File: src/logic/nfc_pkg.sv
package nfc_pkg;
    localparam logic [7:0] CMD_READ = 8'h00;
    localparam logic [7:0] CMD_READ_CONF = 8'h30;
    localparam logic [7:0] CMD_CPB_CONF = 8'h35;
    localparam logic [7:0] CMD_READ_ID = 8'h90;
    localparam logic [7:0] CMD_RESET = 8'hff;
    localparam logic [7:0] CMD_PROG = 8'h80;
    localparam logic [7:0] CMD_PROG_CONF = 8'h10;
    localparam logic [7:0] CMD_CPB_PROG = 8'h85;
    localparam logic [7:0] CMD_ERASE = 8'h60;
    localparam logic [7:0] CMD_ERASE_CONF = 8'hd0;
    localparam logic [7:0] CMD_RND_OUT = 8'h05;
    localparam logic [7:0] CMD_RND_OUT_CONF = 8'he0;
    localparam logic [7:0] CMD_STATUS = 8'h70;

    localparam logic [2:0] OP_READ = 3'h0;
    localparam logic [2:0] OP_READ_ID = 3'h1;
    localparam logic [2:0] OP_CPB_READ = 3'h2;
    localparam logic [2:0] OP_RESET = 3'h3;
    localparam logic [2:0] OP_PROG = 3'h4;
    localparam logic [2:0] OP_CPB_PROG = 3'h5;
    localparam logic [2:0] OP_ERASE = 3'h6;
    localparam logic [2:0] OP_STATUS = 3'h7;

    localparam int MCLK_PERIOD_NS = 10;
    localparam int T_WP_NS = 21;
    localparam int T_WH_NS = 10;
    localparam int T_SETUP_NS = 21;
    localparam int T_HOLD_NS = 5;
    localparam int T_WC_NS = 40;
    localparam logic [3:0] WP_CYC = 4'((T_WP_NS + MCLK_PERIOD_NS - 1) / MCLK_PERIOD_NS);
    localparam logic [3:0] SETUP_CYC =
        4'((T_SETUP_NS + MCLK_PERIOD_NS - 1) / MCLK_PERIOD_NS);
    localparam int HOLD_RAW = (T_HOLD_NS + MCLK_PERIOD_NS - 1) / MCLK_PERIOD_NS;
    localparam int WH_RAW = (T_WH_NS + MCLK_PERIOD_NS - 1) / MCLK_PERIOD_NS;
    localparam int WC_RAW = (T_WC_NS + MCLK_PERIOD_NS - 1) / MCLK_PERIOD_NS;
    localparam int HI_RAW = (HOLD_RAW > WH_RAW) ? HOLD_RAW : WH_RAW;
    localparam int LOW_TOT = ((T_SETUP_NS > T_WP_NS) ? 4 : 3);
    localparam logic [3:0] HIGH_CYC =
        4'((HI_RAW + LOW_TOT >= WC_RAW) ? HI_RAW : WC_RAW - LOW_TOT);
    localparam logic [3:0] CNT_ZERO = 4'h0;
    localparam logic [2:0] NUM_ADDR_FULL = 3'h5;
    localparam logic [2:0] NUM_ADDR_ROW = 3'h3;
    localparam logic [2:0] NUM_ADDR_COL = 3'h2;
    localparam logic [1:0] DIE_BIT = 2'h1;
    localparam int QDEPTH = 8;
    localparam logic [15:0] IO_IDLE = 16'h0000;
endpackage

File: src/logic/nfc_host.sv
`timescale 1ns/10ps
module nfc_host (
    input wire logic MCLK,
    input wire logic RSTN,
    input wire logic REQ_VALID,
    input wire logic [2:0] REQ_OP,
    input wire logic [11:0] REQ_COL,
    input wire logic [17:0] REQ_ROW,
    input wire logic SINGLE_DIE,
    input wire logic RND_VALID,
    input wire logic RND_OUT,
    input wire logic DIN_VALID,
    input wire logic [15:0] DIN_DATA,
    input wire logic READY_BUSY_N,
    output logic REQ_READY,
    output logic DIN_READY,
    output logic OP_DONE,
    output logic DEV_READY,
    output logic CHIP_SELECT_N,
    output logic COMMAND_LATCH_ENABLE,
    output logic ADDRESS_LATCH_ENABLE,
    output logic WRITE_STROBE_N,
    output logic OUTPUT_STROBE_N,
    output logic [15:0] IO_OUT,
    output logic IO_OE
);
    typedef enum logic [2:0] {IDLE, LOOK, SETUP, LOW, HIGH, DATA, RNDLOOK} nfc_st_e;
    typedef struct packed {
        nfc_st_e st;
        logic [2:0] op;
        logic [2:0] step;
        logic [3:0] cnt;
        logic [11:0] col;
        logic [17:0] row;
        logic single;
        logic rnd;
        logic rnd_out;
        logic [1:0] kind;
        logic [2:0] aidx;
        logic data_ph;
        logic rb_m;
        logic rb_s;
        logic req_ready;
        logic din_ready;
        logic done;
        logic cs_n;
        logic cle;
        logic ale;
        logic we_n;
        logic [15:0] io;
        logic oe;
    } nfc_state_s;

    nfc_state_s cur_ff, nxt_ff;
    logic [1:0] rom_kind;
    logic [7:0] rom_code;
    logic rom_last;
    logic [2:0] rom_op;
    logic [2:0] rom_step;

    // Address byte n of the column/row layout, die bit forced low for one-die parts
    function automatic logic [7:0] addr_byte(input logic [2:0] idx, input logic [11:0] col,
                                            input logic [17:0] row, input logic single);
        logic [7:0] b;
        b = 8'h00;
        case (idx)
            3'h0: b = col[7:0];
            3'h1: b = {4'h0, col[11:8]};
            3'h2: b = row[7:0];
            3'h3: b = row[15:8];
            3'h4: b = {6'h00, row[17] & ~single, row[16]};
            default: b = 8'h00;
        endcase
        return b;
    endfunction

    // Random-data sequences are short and built here rather than in the table
    assign rom_op = cur_ff.op;
    assign rom_step = cur_ff.step;

    nfc_seq_rom u_rom (
        .MCLK(MCLK),
        .op(rom_op),
        .step(rom_step),
        .kind(rom_kind),
        .code(rom_code),
        .last(rom_last)
    );

    always_comb begin
        nxt_ff = cur_ff;
        nxt_ff.rb_m = READY_BUSY_N;
        nxt_ff.rb_s = cur_ff.rb_m;
        nxt_ff.done = 1'b0;
        nxt_ff.din_ready = 1'b0;
        nxt_ff.req_ready = 1'b0;
        case (cur_ff.st)
            IDLE: begin
                nxt_ff.cs_n = 1'b1;
                nxt_ff.cle = 1'b0;
                nxt_ff.ale = 1'b0;
                nxt_ff.we_n = 1'b1;
                nxt_ff.oe = 1'b0;
                // Random repositioning only while the page is ready
                if (RND_VALID && cur_ff.rb_s && !cur_ff.req_ready) begin
                    nxt_ff.rnd = 1'b1;
                    nxt_ff.rnd_out = RND_OUT;
                    nxt_ff.col = REQ_COL;
                    nxt_ff.step = 3'h0;
                    nxt_ff.st = RNDLOOK;
                end else if (REQ_VALID && cur_ff.req_ready) begin
                    nxt_ff.op = REQ_OP;
                    nxt_ff.col = REQ_COL;
                    nxt_ff.row = REQ_ROW;
                    nxt_ff.single = SINGLE_DIE;
                    nxt_ff.rnd = 1'b0;
                    nxt_ff.step = 3'h0;
                    nxt_ff.aidx = 3'h0;
                    nxt_ff.st = LOOK;
                end else begin
                    // Busy device takes only reset and status
                    nxt_ff.req_ready = cur_ff.rb_s || (REQ_OP == nfc_pkg::OP_RESET)
                        || (REQ_OP == nfc_pkg::OP_STATUS);
                    if (cur_ff.req_ready && !REQ_VALID) begin
                        nxt_ff.req_ready = 1'b0;
                    end
                end
            end
            LOOK: begin
                // Table output is one cycle behind the step
                nxt_ff.st = SETUP;
                nxt_ff.cnt = nfc_pkg::CNT_ZERO;
            end
            RNDLOOK: begin
                // Random out: 05h, two column cycles, E0h; in: 85h, two column cycles
                nxt_ff.cnt = nfc_pkg::CNT_ZERO;
                nxt_ff.st = SETUP;
                if (cur_ff.step == 3'h0) begin
                    nxt_ff.kind = 2'h0;
                    nxt_ff.io = {8'h00, cur_ff.rnd_out ? nfc_pkg::CMD_RND_OUT
                                               : nfc_pkg::CMD_CPB_PROG};
                end else if (cur_ff.step <= {1'b0, nfc_pkg::NUM_ADDR_COL[1:0]}) begin
                    nxt_ff.kind = 2'h1;
                    nxt_ff.io = {8'h00, addr_byte(cur_ff.step - 3'h1, cur_ff.col,
                                                  cur_ff.row, cur_ff.single)};
                end else if (cur_ff.step == 3'h3 && cur_ff.rnd_out) begin
                    nxt_ff.kind = 2'h0;
                    nxt_ff.io = {8'h00, nfc_pkg::CMD_RND_OUT_CONF};
                end else begin
                    nxt_ff.done = 1'b1;
                    nxt_ff.rnd = 1'b0;
                    nxt_ff.st = IDLE;
                end
            end
            SETUP: begin
                if (cur_ff.cnt == nfc_pkg::CNT_ZERO && !cur_ff.rnd) begin
                    nxt_ff.kind = rom_kind;
                    if (rom_kind == 2'h0) begin
                        nxt_ff.io = {8'h00, rom_code};
                    end else if (rom_kind == 2'h1) begin
                        // Erase sends row bytes only
                        nxt_ff.io = {8'h00, addr_byte(
                            (cur_ff.op == nfc_pkg::OP_ERASE) ? cur_ff.aidx + 3'h2 : cur_ff.aidx,
                            cur_ff.col, cur_ff.row, cur_ff.single)};
                    end
                    if (rom_last) begin
                        nxt_ff.done = 1'b1;
                        nxt_ff.st = IDLE;
                    end else if (rom_kind == 2'h3) begin
                        nxt_ff.st = DATA;
                    end
                end
                nxt_ff.cs_n = 1'b0;
                nxt_ff.cle = (nxt_ff.kind == 2'h0);
                nxt_ff.ale = (nxt_ff.kind == 2'h1);
                nxt_ff.oe = 1'b1;
                nxt_ff.cnt = cur_ff.cnt + 4'h1;
                if (cur_ff.cnt + 4'h1 >= nfc_pkg::SETUP_CYC - nfc_pkg::WP_CYC
                    && nxt_ff.st == SETUP) begin
                    nxt_ff.we_n = 1'b0;
                    nxt_ff.cnt = nfc_pkg::CNT_ZERO;
                    nxt_ff.st = LOW;
                end
            end
            DATA: begin
                // Words go out one per write cycle until the source drops valid
                nxt_ff.cle = 1'b0;
                nxt_ff.ale = 1'b0;
                nxt_ff.din_ready = !cur_ff.din_ready && cur_ff.we_n;
                if (cur_ff.din_ready && DIN_VALID) begin
                    nxt_ff.io = DIN_DATA;
                    nxt_ff.data_ph = 1'b1;
                    nxt_ff.we_n = 1'b0;
                    nxt_ff.cnt = nfc_pkg::CNT_ZERO;
                    nxt_ff.st = LOW;
                end else if (cur_ff.din_ready && !DIN_VALID) begin
                    // Program confirm after the page words
                    nxt_ff.io = {8'h00, nfc_pkg::CMD_PROG_CONF};
                    nxt_ff.kind = 2'h0;
                    nxt_ff.cle = 1'b1;
                    nxt_ff.step = 3'h7;
                    nxt_ff.cnt = nfc_pkg::CNT_ZERO;
                    // Straight to the strobe: the table still shows the data step here
                    nxt_ff.we_n = 1'b0;
                    nxt_ff.st = LOW;
                end
            end
            LOW: begin
                nxt_ff.cnt = cur_ff.cnt + 4'h1;
                if (cur_ff.cnt + 4'h1 >= nfc_pkg::WP_CYC) begin
                    nxt_ff.we_n = 1'b1;  // Device samples here, io still held
                    nxt_ff.cnt = nfc_pkg::CNT_ZERO;
                    nxt_ff.st = HIGH;
                end
            end
            HIGH: begin
                nxt_ff.cnt = cur_ff.cnt + 4'h1;
                if (cur_ff.cnt + 4'h1 >= nfc_pkg::HIGH_CYC) begin
                    nxt_ff.cnt = nfc_pkg::CNT_ZERO;
                    if (cur_ff.data_ph) begin
                        nxt_ff.data_ph = 1'b0;
                        nxt_ff.st = DATA;
                    end else if (cur_ff.step == 3'h7) begin
                        nxt_ff.done = 1'b1;
                        nxt_ff.st = IDLE;
                    end else begin
                        if (cur_ff.kind == 2'h1) begin
                            nxt_ff.aidx = cur_ff.aidx + 3'h1;  // never surplus
                        end
                        nxt_ff.step = cur_ff.step + 3'h1;
                        nxt_ff.st = cur_ff.rnd ? RNDLOOK : LOOK;
                    end
                end
            end
            default: begin
                nxt_ff.st = IDLE;
            end
        endcase
    end

    always_ff @(posedge MCLK or negedge RSTN) begin
        if (!RSTN) begin
            cur_ff <= '{st: IDLE, cs_n: 1'b1, we_n: 1'b1, io: nfc_pkg::IO_IDLE, default: '0};
        end else begin
            cur_ff <= nxt_ff;
        end
    end

    // Reads are outside this block; read strobe parked high
    assign REQ_READY = cur_ff.req_ready;
    assign DIN_READY = cur_ff.din_ready;
    assign OP_DONE = cur_ff.done;
    assign DEV_READY = cur_ff.rb_s;
    assign CHIP_SELECT_N = cur_ff.cs_n;
    assign COMMAND_LATCH_ENABLE = cur_ff.cle;
    assign ADDRESS_LATCH_ENABLE = cur_ff.ale;
    assign WRITE_STROBE_N = cur_ff.we_n;
    assign OUTPUT_STROBE_N = cur_ff.cs_n | 1'b1;
    assign IO_OUT = cur_ff.io;
    assign IO_OE = cur_ff.oe;
endmodule // nfc_host

File: src/logic/nfc_seq_rom.sv
`timescale 1ns/10ps
// Per-step cycle program: kind and byte for each step of an operation
module nfc_seq_rom (
    input wire logic MCLK,
    input wire logic [2:0] op,
    input wire logic [2:0] step,
    output logic [1:0] kind,
    output logic [7:0] code,
    output logic last
);
    // kind: 0 command, 1 address, 2 end, 3 program data words
    logic [1:0] k;
    logic [7:0] c;
    always_comb begin
        k = 2'h2;
        c = 8'h00;
        case (op)
            nfc_pkg::OP_READ, nfc_pkg::OP_CPB_READ: begin
                if (step == 3'h0) begin
                    k = 2'h0;
                    c = nfc_pkg::CMD_READ;
                end else if (step <= nfc_pkg::NUM_ADDR_FULL) begin
                    k = 2'h1;
                end else if (step == 3'h6) begin
                    k = 2'h0;
                    c = (op == nfc_pkg::OP_READ) ? nfc_pkg::CMD_READ_CONF
                        : nfc_pkg::CMD_CPB_CONF;
                end
            end
            nfc_pkg::OP_PROG, nfc_pkg::OP_CPB_PROG: begin
                if (step == 3'h0) begin
                    k = 2'h0;
                    c = (op == nfc_pkg::OP_PROG) ? nfc_pkg::CMD_PROG
                        : nfc_pkg::CMD_CPB_PROG;
                end else if (step <= nfc_pkg::NUM_ADDR_FULL) begin
                    k = 2'h1;
                end else if (step == 3'h6) begin
                    k = 2'h3;
                end
            end
            nfc_pkg::OP_ERASE: begin
                if (step == 3'h0) begin
                    k = 2'h0;
                    c = nfc_pkg::CMD_ERASE;
                end else if (step <= nfc_pkg::NUM_ADDR_ROW) begin
                    k = 2'h1;
                end else if (step == 3'h4) begin
                    k = 2'h0;
                    c = nfc_pkg::CMD_ERASE_CONF;
                end
            end
            nfc_pkg::OP_READ_ID: begin
                if (step == 3'h0) begin
                    k = 2'h0;
                    c = nfc_pkg::CMD_READ_ID;
                end
            end
            nfc_pkg::OP_RESET: begin
                if (step == 3'h0) begin
                    k = 2'h0;
                    c = nfc_pkg::CMD_RESET;
                end
            end
            nfc_pkg::OP_STATUS: begin
                if (step == 3'h0) begin
                    k = 2'h0;
                    c = nfc_pkg::CMD_STATUS;
                end
            end
            default: begin
                k = 2'h2;
            end
        endcase
    end
    // Registered table output; the caller waits one cycle after a step change
    always_ff @(posedge MCLK) begin
        kind <= k;
        code <= c;
        last <= (k == 2'h2);
    end
endmodule // nfc_seq_rom
File: config.mk
export PLATFORM = sky130hd
export DESIGN_NAME = nfc_host
export DESIGN_NICKNAME = d
export VERILOG_FILES = /design/src/logic/nfc_pkg.sv /design/src/logic/nfc_host.sv /design/src/logic/nfc_seq_rom.sv
export SDC_FILE = /design/constraint.sdc
export NUM_CORES = 1
export LEC_CHECK = 0
export ABC_AREA = 1
export BUFFER_PORTS_ARGS = -buffer_cell sky130_fd_sc_hd__buf_4
export CAP_MARGIN = 20
export CORE_MARGIN = 2
export CORE_UTILIZATION = 50
export CTS_CLUSTER_DIAMETER = 100
export DETAILED_ROUTE_END_ITERATION = 8
export PLACE_DENSITY = 0.75
export SLEW_MARGIN = 20
export SYNTH_ARGS = -nofsm -noshare
export SYNTH_HDL_FRONTEND = slang
export SYNTH_SLANG_ARGS = --single-unit
File: constraint.sdc
create_clock -name MCLK -period 3.33 [get_ports MCLK]
set_input_delay 0.999 -clock MCLK [delete_from_list [all_inputs] [get_ports MCLK]]
set_output_delay 0.999 -clock MCLK [all_outputs]
set_load 0.01 [all_outputs]
==> results of run 1 <==
power by group through the flow:
stage               clock [W]  combinational (W)  sequential [W]
global placement            0            0.00249         0.00185
CTS                  0.000763            0.00257         0.00184
detailed placement          0            0.00255         0.00186
finish               0.000745            0.00261         0.00185
global route         0.000806            0.00294         0.00190
floorplan                   0            0.00191         0.00176
cells by family after synthesis:
logic type | after synthesis | synth area share [%]
adder cells (fa/ha/maj) | 11 | 2.85
AND/OR/NAND/NOR | 325 | 28.8
multiplexers | 11 | 2.56
buffers and inverters | 102 | 9.78
flip-flops | 87 | 44.1
AO/OA/AOI/OAI | 90 | 11.0
XOR/XNOR | 4 | 0.724
other | 1 | 0.0775
cell type report:
cell class                 instances  area, um^2  share of cell area (%)
multi-input combinational        442        2230                    39.4
sequential                        87        2130                    37.7
timing repair buffer              86         666                    11.7
inverter                          74         280                    4.95
tap                              129         161                    2.85
clock buffer                       9         124                    2.19
clock inverter                     7        70.1                    1.24
worst paths after layout:
| kind | startpoint | to | slack, ps | cells past startpoint |
|---|---|---|---|---|
| max | REQ_VALID | cur_ff[62] | 940 | 5 |
| min | cur_ff[25] | DEV_READY | 350 | 0 |
| max reg2reg | rom_step[0] | IO_OUT[0] | 1000 | 11 |
| min reg2reg | cur_ff[25] | DEV_READY | 350 | 0 |
| max in group asynchronous | RSTN | CHIP_SELECT_N | 2170 | 2 |
| min in group asynchronous | RSTN | cur_ff[65] | 550 | 1 |
worst max-delay path, cell delays in order:
cell     delay, ps
buf_4          110
nand2_1        110
nor2_4         150
nor2_1         850
mux2_2         420
registers in the layout, indices dropped and copies added (netlist names), 2 cells and up:
register    count
rom_op          3
IO_OUT         16
cur_ff         47
u_rom.kind      2
u_rom.code      6
rom_step        3
synth_stat cells (3+ instances only):
library cell	number	share of area, %
mux2_2	11	2.6
o211ai_1	3	0.47
dfxtp_1	9	3.7
xor2_1	3	0.54
nand2_1	182	14
inv_2	6	0.47
nor2_1	60	4.7
buf_4	18	2.8
nand4_1	18	2.3
buf_2	4	0.41
ha_1	11	2.8
o21ai_1	3	0.31
nor3_1	6	0.62
nand2_2	4	0.52
o21ai_0	31	3.2
nand3_1	41	4.2
dfrtp_1	76	39
a21oi_1	29	3.0
inv_1	66	5.1
a22o_1	8	1.4
clkbuf_1	4	0.31
nor2_2	3	0.39
per-stage QoR:
stage	hold slack [ps]	total power, W	util (%)	setup WS [ps]
finish	355	0.00521	60.7	935
global placement	334	0.00433	58.4	598
floorplan	331	0.00368	-	1290
CTS	357	0.00517	60.4	941
detailed placement	336	0.00441	58.4	548
global route	376	0.00565	60.7	779
routing by layer:
layer | vias to the layer above | track usage [%] | wire (um)
met5 | - | 0 | 0
met4 | 0 | 8.41 | 230
met3 | 26 | 4.45 | 867
met2 | 187 | 38.6 | 5530
met1 | 2098 | 33.8 | 5420
li1 | 2178 | - | -
==> results.sh, run 1 <==
export IMPL_die_w_um=102
export IMPL_place_inst=817
export IMPL_mostFrequentLayoutCell="nand2_1"
export IMPL_period_needed_ps=2390
export IMPL_cts_repair_resized=0
export IMPL_diodes=0
export IMPL_vias=4489
export IMPL_hp_class="reg2reg"
export IMPL_design_die_area_um2=10500
export IMPL_synth_main_ff_cell="dfrtp_1"
export IMPL_clockBufferDepth=2
export IMPL_async_flop_share_pct=89.7
export IMPL_wirelength_um=12000
export IMPL_syn_inst=631
export IMPL_first_global_vias=4176
export IMPL_drtIter0Drc=275
export IMPL_vdd_drop_max_uv=408
export IMPL_synth_nets=699
export IMPL_cp_start_kind="input pin"
export IMPL_cp_required_ps=3580
export IMPL_synth_seq_cells=87
export IMPL_comb_power_share_pct=50.1
export IMPL_initial_core_util_pct=51.9
export IMPL_port_buffers=81
export IMPL_rsz0062_at_grt="false"
export IMPL_maxCapViolCount=0
export IMPL_final_cell_mix="182 x nand2_1, 85 x buf_4, 76 x dfrtp_1, 66 x inv_1, 60 x nor2_1"
export IMPL_leakage_nw=2.85
export IMPL_grt_pass1_wl_um=19700
export IMPL_wl_per_cell_um=14.4
export IMPL_cp_arrival_ps=2650
export IMPL_seqPwrFrac_pct=35.6
export IMPL_clock_power_share_pct=14.3
export IMPL_ant_nets=0
export IMPL_post_cts_setup_buffers=0
export IMPL_antenna_found_initial=0
export IMPL_relSlewSlack_pct=28.2
export IMPL_hpwlAfterDp_um=9000
export IMPL_cts_tree="built"
export IMPL_synth_cell_types=50
export IMPL_hold_buffers=0
export IMPL_cts_made_buffers=9
export IMPL_vias_per_cell=5.38
export IMPL_die_h_um=102
export IMPL_hold_viol_final=0
export IMPL_critPathMaxFanout=35
export IMPL_gp_congestion=1.01
export IMPL_pwr_density_cell_nw_per_um2=919
export IMPL_final_cell_area_um2=5670
export IMPL_yosysWarnings=0
export IMPL_syn_cell_area_um2=4840
export IMPL_syn_to_final_growth_pct=17.1
export IMPL_tightest_slew_ps=1070
export IMPL_avgSynthCellArea_um2=7.67
export IMPL_drv_slew=0
export IMPL_finalNetCount=768
export IMPL_cts_sink_count=87
export IMPL_core_area_um2=9330
export IMPL_clock_skew_final_ps=14.3
export IMPL_tns_ps=0
export IMPL_switchingPower_w=0.00245
export IMPL_outcome="finished, final reports clean"
export IMPL_floorplan_io_pins=83
export IMPL_synth_edff_count=0
export IMPL_overflow=0
export IMPL_end_kind="flop"
export IMPL_setup_viol=0
export IMPL_rows=35
export IMPL_firstDrtPassIters=5
export IMPL_fin_crit_sh_pct=71.9
export IMPL_clock_latency_ps=370
export IMPL_internal_power_w=0.00276
export IMPL_yosysSeqAreaShare_pct=44.1
export IMPL_n_fill_cell=843
export IMPL_grt_start_max_net_pins=79
export IMPL_drc=0
export IMPL_critical_path_class="in2reg"
export IMPL_place_area_um2=5440
export IMPL_p_sw_share_pct=47.0
export IMPL_max_freq_mhz=418
export IMPL_layout_cells_non_filler=834
export IMPL_cts_reportedPaths_clkPinSlew_ps=90
export IMPL_drive_gt1_share_pct=19.3
export IMPL_cts_root_buf="clkbuf_8"
export IMPL_globalRouteTotalUtil_pct=24.4
export IMPL_cts_htree_levels=3
Note: power is estimated with default switching activity, not from simulation.
==> inputs of run 2 (changes only) <==
ABC_AREA = 0   (was 1)
clock period = 2.3 ns   (was 3.33 ns; I/O delays follow)
==> run 2 against run 1 <==
  * Clock skew is 4.2 ps lower
  * The run now ends with DRC left
  * Synthesized area grew 6.5%
  * Clock-buffer cell count grew 1
  * Sequential cell count did not move
  * Highest routed layer unchanged
==> results.sh, run 2 <==
export IMPL_hp_class="in2async"
export IMPL_cts_sink_count=87
export IMPL_rrSetupSlack_ps=90
export IMPL_cp_required_ps=2580
export IMPL_clock_power_share_pct=12.9
export IMPL_cp_start_kind="flop"
export IMPL_outcome="finished, violations left"
export IMPL_async_flop_share_pct=89.7
export IMPL_seqPwrFrac_pct=34.4
export IMPL_comb_power_share_pct=52.7
export IMPL_synth_main_ff_cell="dfrtp_1"
export IMPL_tightest_slew_ps=710
export IMPL_rows=37
export IMPL_finish_utilization_pct=59.8
export IMPL_diodes=0
export IMPL_floorplan_io_pins=83
export IMPL_synth_top_area_share_pct=36.9
export IMPL_wirelength_um=14700
export IMPL_cts_root_buf="clkbuf_8"
export IMPL_drc=1
export IMPL_vias_per_cell=6.03
export IMPL_yosysWarnings=0
export IMPL_first_global_vias=4523
export IMPL_rsz0062_at_grt="false"
export IMPL_top_register="cur_ff"
export IMPL_rr_startpoint="rom_op[0]"
export IMPL_post_cts_setup_buffers=0
export IMPL_clockBufferDepth=2
export IMPL_final_cell_mix="114 x buf_4, 108 x nand2_1, 73 x dfrtp_1, 41 x nor2_1, 25 x a21oi_1"
export IMPL_ff2ff_path_depth=6
export IMPL_vdd_drop_max_uv=511
export IMPL_firstDrtPassIters=9
export IMPL_vias=4743
export IMPL_finalNetCount=714
export IMPL_internal_power_w=0.00425
export IMPL_syn_cell_area_um2=5150
export IMPL_drv_slew=0
export IMPL_drive_gt1_share_pct=25.7
export IMPL_critPathMaxFanout=7
export IMPL_relSlewSlack_pct=52.5
export IMPL_mostFrequentLayoutCell="buf_4"
export IMPL_core_area_um2=10200
export IMPL_timing_hold_ws_ps=271
export IMPL_end_kind="flop"
export IMPL_clock_skew_final_ps=10.1
export IMPL_largest_reg_flops=47
export IMPL_synth_edff_count=0
export IMPL_antenna_found_initial=0
export IMPL_initial_core_util_pct=50.6
export IMPL_cts_htree_levels=3
export IMPL_cp_arrival_ps=2490
export IMPL_avgSynthCellArea_um2=9.04
export IMPL_n_fill_cell=897
export IMPL_overflow=0
export IMPL_hpwlAfterDp_um=11000
export IMPL_p_sw_share_pct=44.7
export IMPL_die_w_um=106
export IMPL_r2r_end="IO_OUT[2]"
export IMPL_fin_crit_sh_pct=96.0
export IMPL_synth_cell_types=75
export IMPL_ant_nets=0
export IMPL_hold_buffers=0
export IMPL_synth_seq_cells=87
export IMPL_wl_per_cell_um=18.6
export IMPL_synthTopCellsByArea="dfrtp_1 37%, nand2_1 7.9%, dfxtp_1 3.5%"
export IMPL_drtIter0Drc=376
export IMPL_period_needed_ps=2210
export IMPL_pwr_density_cell_nw_per_um2=1260
export IMPL_cts_made_buffers=9
export IMPL_max_freq_mhz=453
export IMPL_switchingPower_w=0.00344
export IMPL_syn_to_final_growth_pct=18.3
export IMPL_ys_top_cells_by_count="108 x nand2_1, 76 x dfrtp_1, 41 x nor2_1, 25 x a21oi_1, 24 x o21ai_0"
export IMPL_gp_congestion=0.948
export IMPL_cts_reportedPaths_clkPinSlew_ps=90
export IMPL_cts_tree="built"
export IMPL_violations="DRC"
export IMPL_syn_inst=570
export IMPL_critical_path_class="reg2reg"
export IMPL_maxCapViolCount=0
export IMPL_yosysTopAreaCell="dfrtp_1"
export IMPL_tns_ps=0
export IMPL_synth_most_common_cell="nand2_1"
export IMPL_design_die_area_um2=11100
export IMPL_clock_latency_ps=380
export IMPL_grt_start_max_net_pins=41
export IMPL_die_h_um=106
export IMPL_yosysSeqAreaShare_pct=41.4
export IMPL_setup_viol=0
export IMPL_synth_nets=638
export IMPL_port_buffers=81
export IMPL_globalRouteTotalUtil_pct=27.0
export IMPL_hold_viol_final=0
export IMPL_leakage_nw=2.82
export IMPL_grt_pass1_wl_um=23500
[run 2: cell types whose count changed after synthesis, sizes merged, moves of 10 or more]
cell	delta
nand2	-78
inv	-57
nand3	-32
nor2	-23
nand4	-18
buf	+15
a222oi	+10
[run 2: critical path, stage by stage, from the launching register on]
cell       delay [ps]
dfrtp_1           400
and3b_4           370
xnor2_2           140
nor3_2            100
a2111oi_1         700
o211ai_1          190
a22o_1            220
[run 2: power by group through the flow]
| stage | clock network [W] | logic, W | registers (W) |
|---|---|---|---|
| 6_report | 0.000990 | 0.00405 | 0.00265 |
| 3_3_place_gp | 0 | 0.00389 | 0.00264 |
| 3_5_place_dp | 0 | 0.00395 | 0.00265 |
| 2_1_floorplan | 0 | 0.00287 | 0.00242 |
| 5_1_grt | 0.00108 | 0.00439 | 0.00271 |
| 4_1_cts | 0.00100 | 0.00398 | 0.00263 |
[run 2: layer usage]
layer / track usage (%) / part of all wire [%] / vias up
met5: 0 / 0 / -
met4: 8.46 / 2.0 / 0
met3: 5.01 / 7.1 / 26
met2: 45.7 / 49 / 216
met1: 35.1 / 42 / 2297
li1: - / - / 2204
[run 2: cell families (layout without fill, tap and decap cells)]
| group | after synthesis | after routing | share of synthesized area (%) |
|---|---|---|---|
| AO/OA/AOI/OAI | 158 | 158 | 22.4 |
| XOR/XNOR | 5 | 5 | 1.14 |
| adder cells (fa/ha/maj) | 11 | 11 | 2.67 |
| buffers and inverters | 66 | 147 | 6.80 |
| flip-flops | 87 | 87 | 41.4 |
| multiplexers | 25 | 25 | 5.32 |
| other | 1 | 1 | 0.0728 |
| AND/OR/NAND/NOR | 217 | 217 | 20.2 |
[run 2: cell type report]
cell class	count	area [um^2]	share of cell area [%]
inverter	16	60.1	0.985
sequential	87	2140	35.1
timing repair buffer	115	876	14.4
multi-input combinational	417	2680	43.9
clock inverter	6	46.3	0.760
clock buffer	10	128	2.09
tap	136	170	2.79
[run 2: how the worst max path moves through the flow]
stage / startpoint / to / slack, ps / depth (start not counted)
after global placement: rom_op[2] / IO_OUT[2] / 60 / 6
after floorplan: cur_ff[66] / cur_ff[65] / 320 / 6
after CTS: cur_ff[66] / cur_ff[27] / 90 / 8
after detailed placement: rom_op[2] / IO_OUT[2] / -30 / 6
final: rom_op[0] / IO_OUT[2] / 90 / 6
after global routing: cur_ff[66] / cur_ff[27] / 9 / 8
[run 2: repair_timing]
item	CTS	global route
endpoints found under the hold margin	0	0
setup endpoints to repair	1	8
resized for setup	1	4
[run 2: per-stage QoR]
stage	total power (W)	cell area, um^2	setup WS, ps	instances
floorplan	0.00530	5150	322	570
finish	0.00769	6090	91.8	787
global route	0.00819	6090	9.37	787
global placement	0.00653	5910	57.4	771
detailed placement	0.00660	5910	-28.7	771
CTS	0.00761	6080	91.5	787
==> inputs of run 3 (changes only) <==
ABC_AREA = 1   (was 0)
==> run 3 against run 2 <==
  * The flow now finishes without violations
  * Worst setup slack improved by 99 ps
  * Cell count increased by 6.2%
  * Critical path depth increased by 4
  * Cell area decreased by 6.3%
  * Die area decreased by 5.9%
  * Sequential cell count unchanged
  * Combinational power decreased by 6.4%
  * First-iteration DRC count increased by 15%
  * Clock power increased by 20%
  * Critical endpoint is now IO_OUT[7]
  * Largest cell class unchanged
==> results.sh, run 3 (synthesis results as in run 1) <==
export IMPL_core_area_um2=9330
export IMPL_cts_tree="built"
export IMPL_port_buffers=81
export IMPL_wirelength_um=12300
export IMPL_diodes=0
export IMPL_die_w_um=102
export IMPL_rsz0062_at_grt="false"
export IMPL_setup_viol=0
export IMPL_pwr_density_cell_nw_per_um2=1350
export IMPL_ff2ff_path_depth=10
export IMPL_cts_sink_count=87
export IMPL_syn_to_final_growth_pct=18.0
export IMPL_hpwlAfterDp_um=9480
export IMPL_leakage_nw=2.87
export IMPL_finish_utilization_pct=61.2
export IMPL_vias_per_cell=5.51
export IMPL_cts_root_buf="clkbuf_8"
export IMPL_place_inst=820
export IMPL_mostFrequentLayoutCell="nand2_1"
export IMPL_clock_latency_ps=370
export IMPL_rows=35
export IMPL_clockBufferDepth=2
export IMPL_first_global_vias=4343
export IMPL_layout_cells_non_filler=836
export IMPL_grt_pass1_wl_um=20600
export IMPL_setup_slack_ps=191
export IMPL_cts_reportedPaths_clkPinSlew_ps=100
export IMPL_drc=0
export IMPL_relSlewSlack_pct=62.0
export IMPL_top_register="cur_ff"
export IMPL_cp_arrival_ps=2380
export IMPL_hold_buffers=0
export IMPL_clock_skew_final_ps=14.7
export IMPL_critical_path_class="reg2reg"
export IMPL_end_kind="flop"
export IMPL_floorplan_io_pins=83
export IMPL_cts_made_buffers=9
export IMPL_maxCapViolCount=0
export IMPL_ant_nets=0
export IMPL_firstDrtPassIters=6
export IMPL_vias=4607
export IMPL_cp_required_ps=2570
export IMPL_overflow=0
export IMPL_hp_class="in2async"
export IMPL_n_fill_cell=843
export IMPL_wl_per_cell_um=14.7
export IMPL_max_freq_mhz=474
export IMPL_grt_start_max_net_pins=45
export IMPL_preCtsSetupSlack_ps=231
export IMPL_vdd_drop_max_uv=594
export IMPL_place_area_um2=5480
export IMPL_drive_gt1_share_pct=19.8
export IMPL_hold_viol_final=0
export IMPL_cp_start_kind="flop"
export IMPL_largest_reg_flops=47
export IMPL_fin_crit_sh_pct=91.7
export IMPL_gp_congestion=0.992
export IMPL_final_cell_mix="182 x nand2_1, 87 x buf_4, 76 x dfrtp_1, 66 x inv_1, 59 x nor2_1"
export IMPL_drv_slew=0
export IMPL_antenna_found_initial=0
export IMPL_globalRouteTotalUtil_pct=25.1
export IMPL_cts_htree_levels=3
export IMPL_finalNetCount=770
export IMPL_tightest_slew_ps=568
export IMPL_critPathMaxFanout=10
export IMPL_final_cell_area_um2=5710
export IMPL_die_h_um=102
export IMPL_tns_ps=0
export IMPL_design_die_area_um2=10500
export IMPL_outcome="finished, final reports clean"
export IMPL_drtIter0Drc=431
export IMPL_period_needed_ps=2110
export IMPL_initial_core_util_pct=51.9
## run 3: changes by cell type in the layout (fill, tap and decap cells not counted), sizes merged, moves of 10 or more
cell / delta
a222oi: -10
inv: +58
nand2: +78
buf: -27
nand3: +32
nand4: +18
nor2: +23
## run 3: timing repair
| action | in CTS | in global routing |
|---|---|---|
| endpoints found under the setup margin | 0 | 1 |
| setup buffers | 0 | 0 |
| endpoints found under the hold margin | 0 | 0 |
| gates resized for setup | 0 | 2 |
## run 3: path summary, 6_finish.rpt
path | start | to | slack (ps)
worst max-delay path | rom_step[1] | IO_OUT[7] | 190
worst min-delay path | RSTN | cur_ff[68] | 260
worst max register to register | rom_step[1] | IO_OUT[7] | 190
worst min register to register | cur_ff[25] | DEV_READY | 360
max in group asynchronous | RSTN | CHIP_SELECT_N | 1420
min in group MCLK | cur_ff[25] | DEV_READY | 360
## run 3: layout make-up
class / count / area [um^2] / area share [%]
multi-input combinational: 442 / 2240 / 39.2
sequential: 87 / 2130 / 37.4
timing repair buffer: 88 / 673 / 11.8
inverter: 74 / 280 / 4.91
tap: 129 / 161 / 2.83
clock buffer: 9 / 124 / 2.17
clock inverter: 7 / 95.1 / 1.67
## run 3: critical path, stage by stage (launching register included)
cell and delay [ps]:
dfrtp_1 430, inv_1 170, ha_1 300, nand2_1 230, nand4_2 200, o21ai_2 90
nor2_2 130, buf_4 180, nand2_1 60, a21oi_1 140, a21oi_1 80
## run 3: where the power goes
part,switching (W),internal [W],total [W]
clock network,0.000572,0.000615,0.00119
logic,0.00244,0.00135,0.00379
registers,0.000564,0.00216,0.00272
## run 3: per-layer routing
layer | GRT usage [%] | vias up | wire (um)
li1 | - | 2186 | -
met1 | 34.7 | 2156 | 5350
met2 | 39.4 | 229 | 5630
met3 | 4.10 | 36 | 1020
met4 | 10.3 | 0 | 315
met5 | 0 | - | 0
## run 3: per-stage QoR
step	hold WS (ps)	total power [W]
floorplan	331	0.00532
global placement	335	0.00628
detailed placement	343	0.00641
CTS	286	0.00761
global route	305	0.00835
finish	260	0.00770
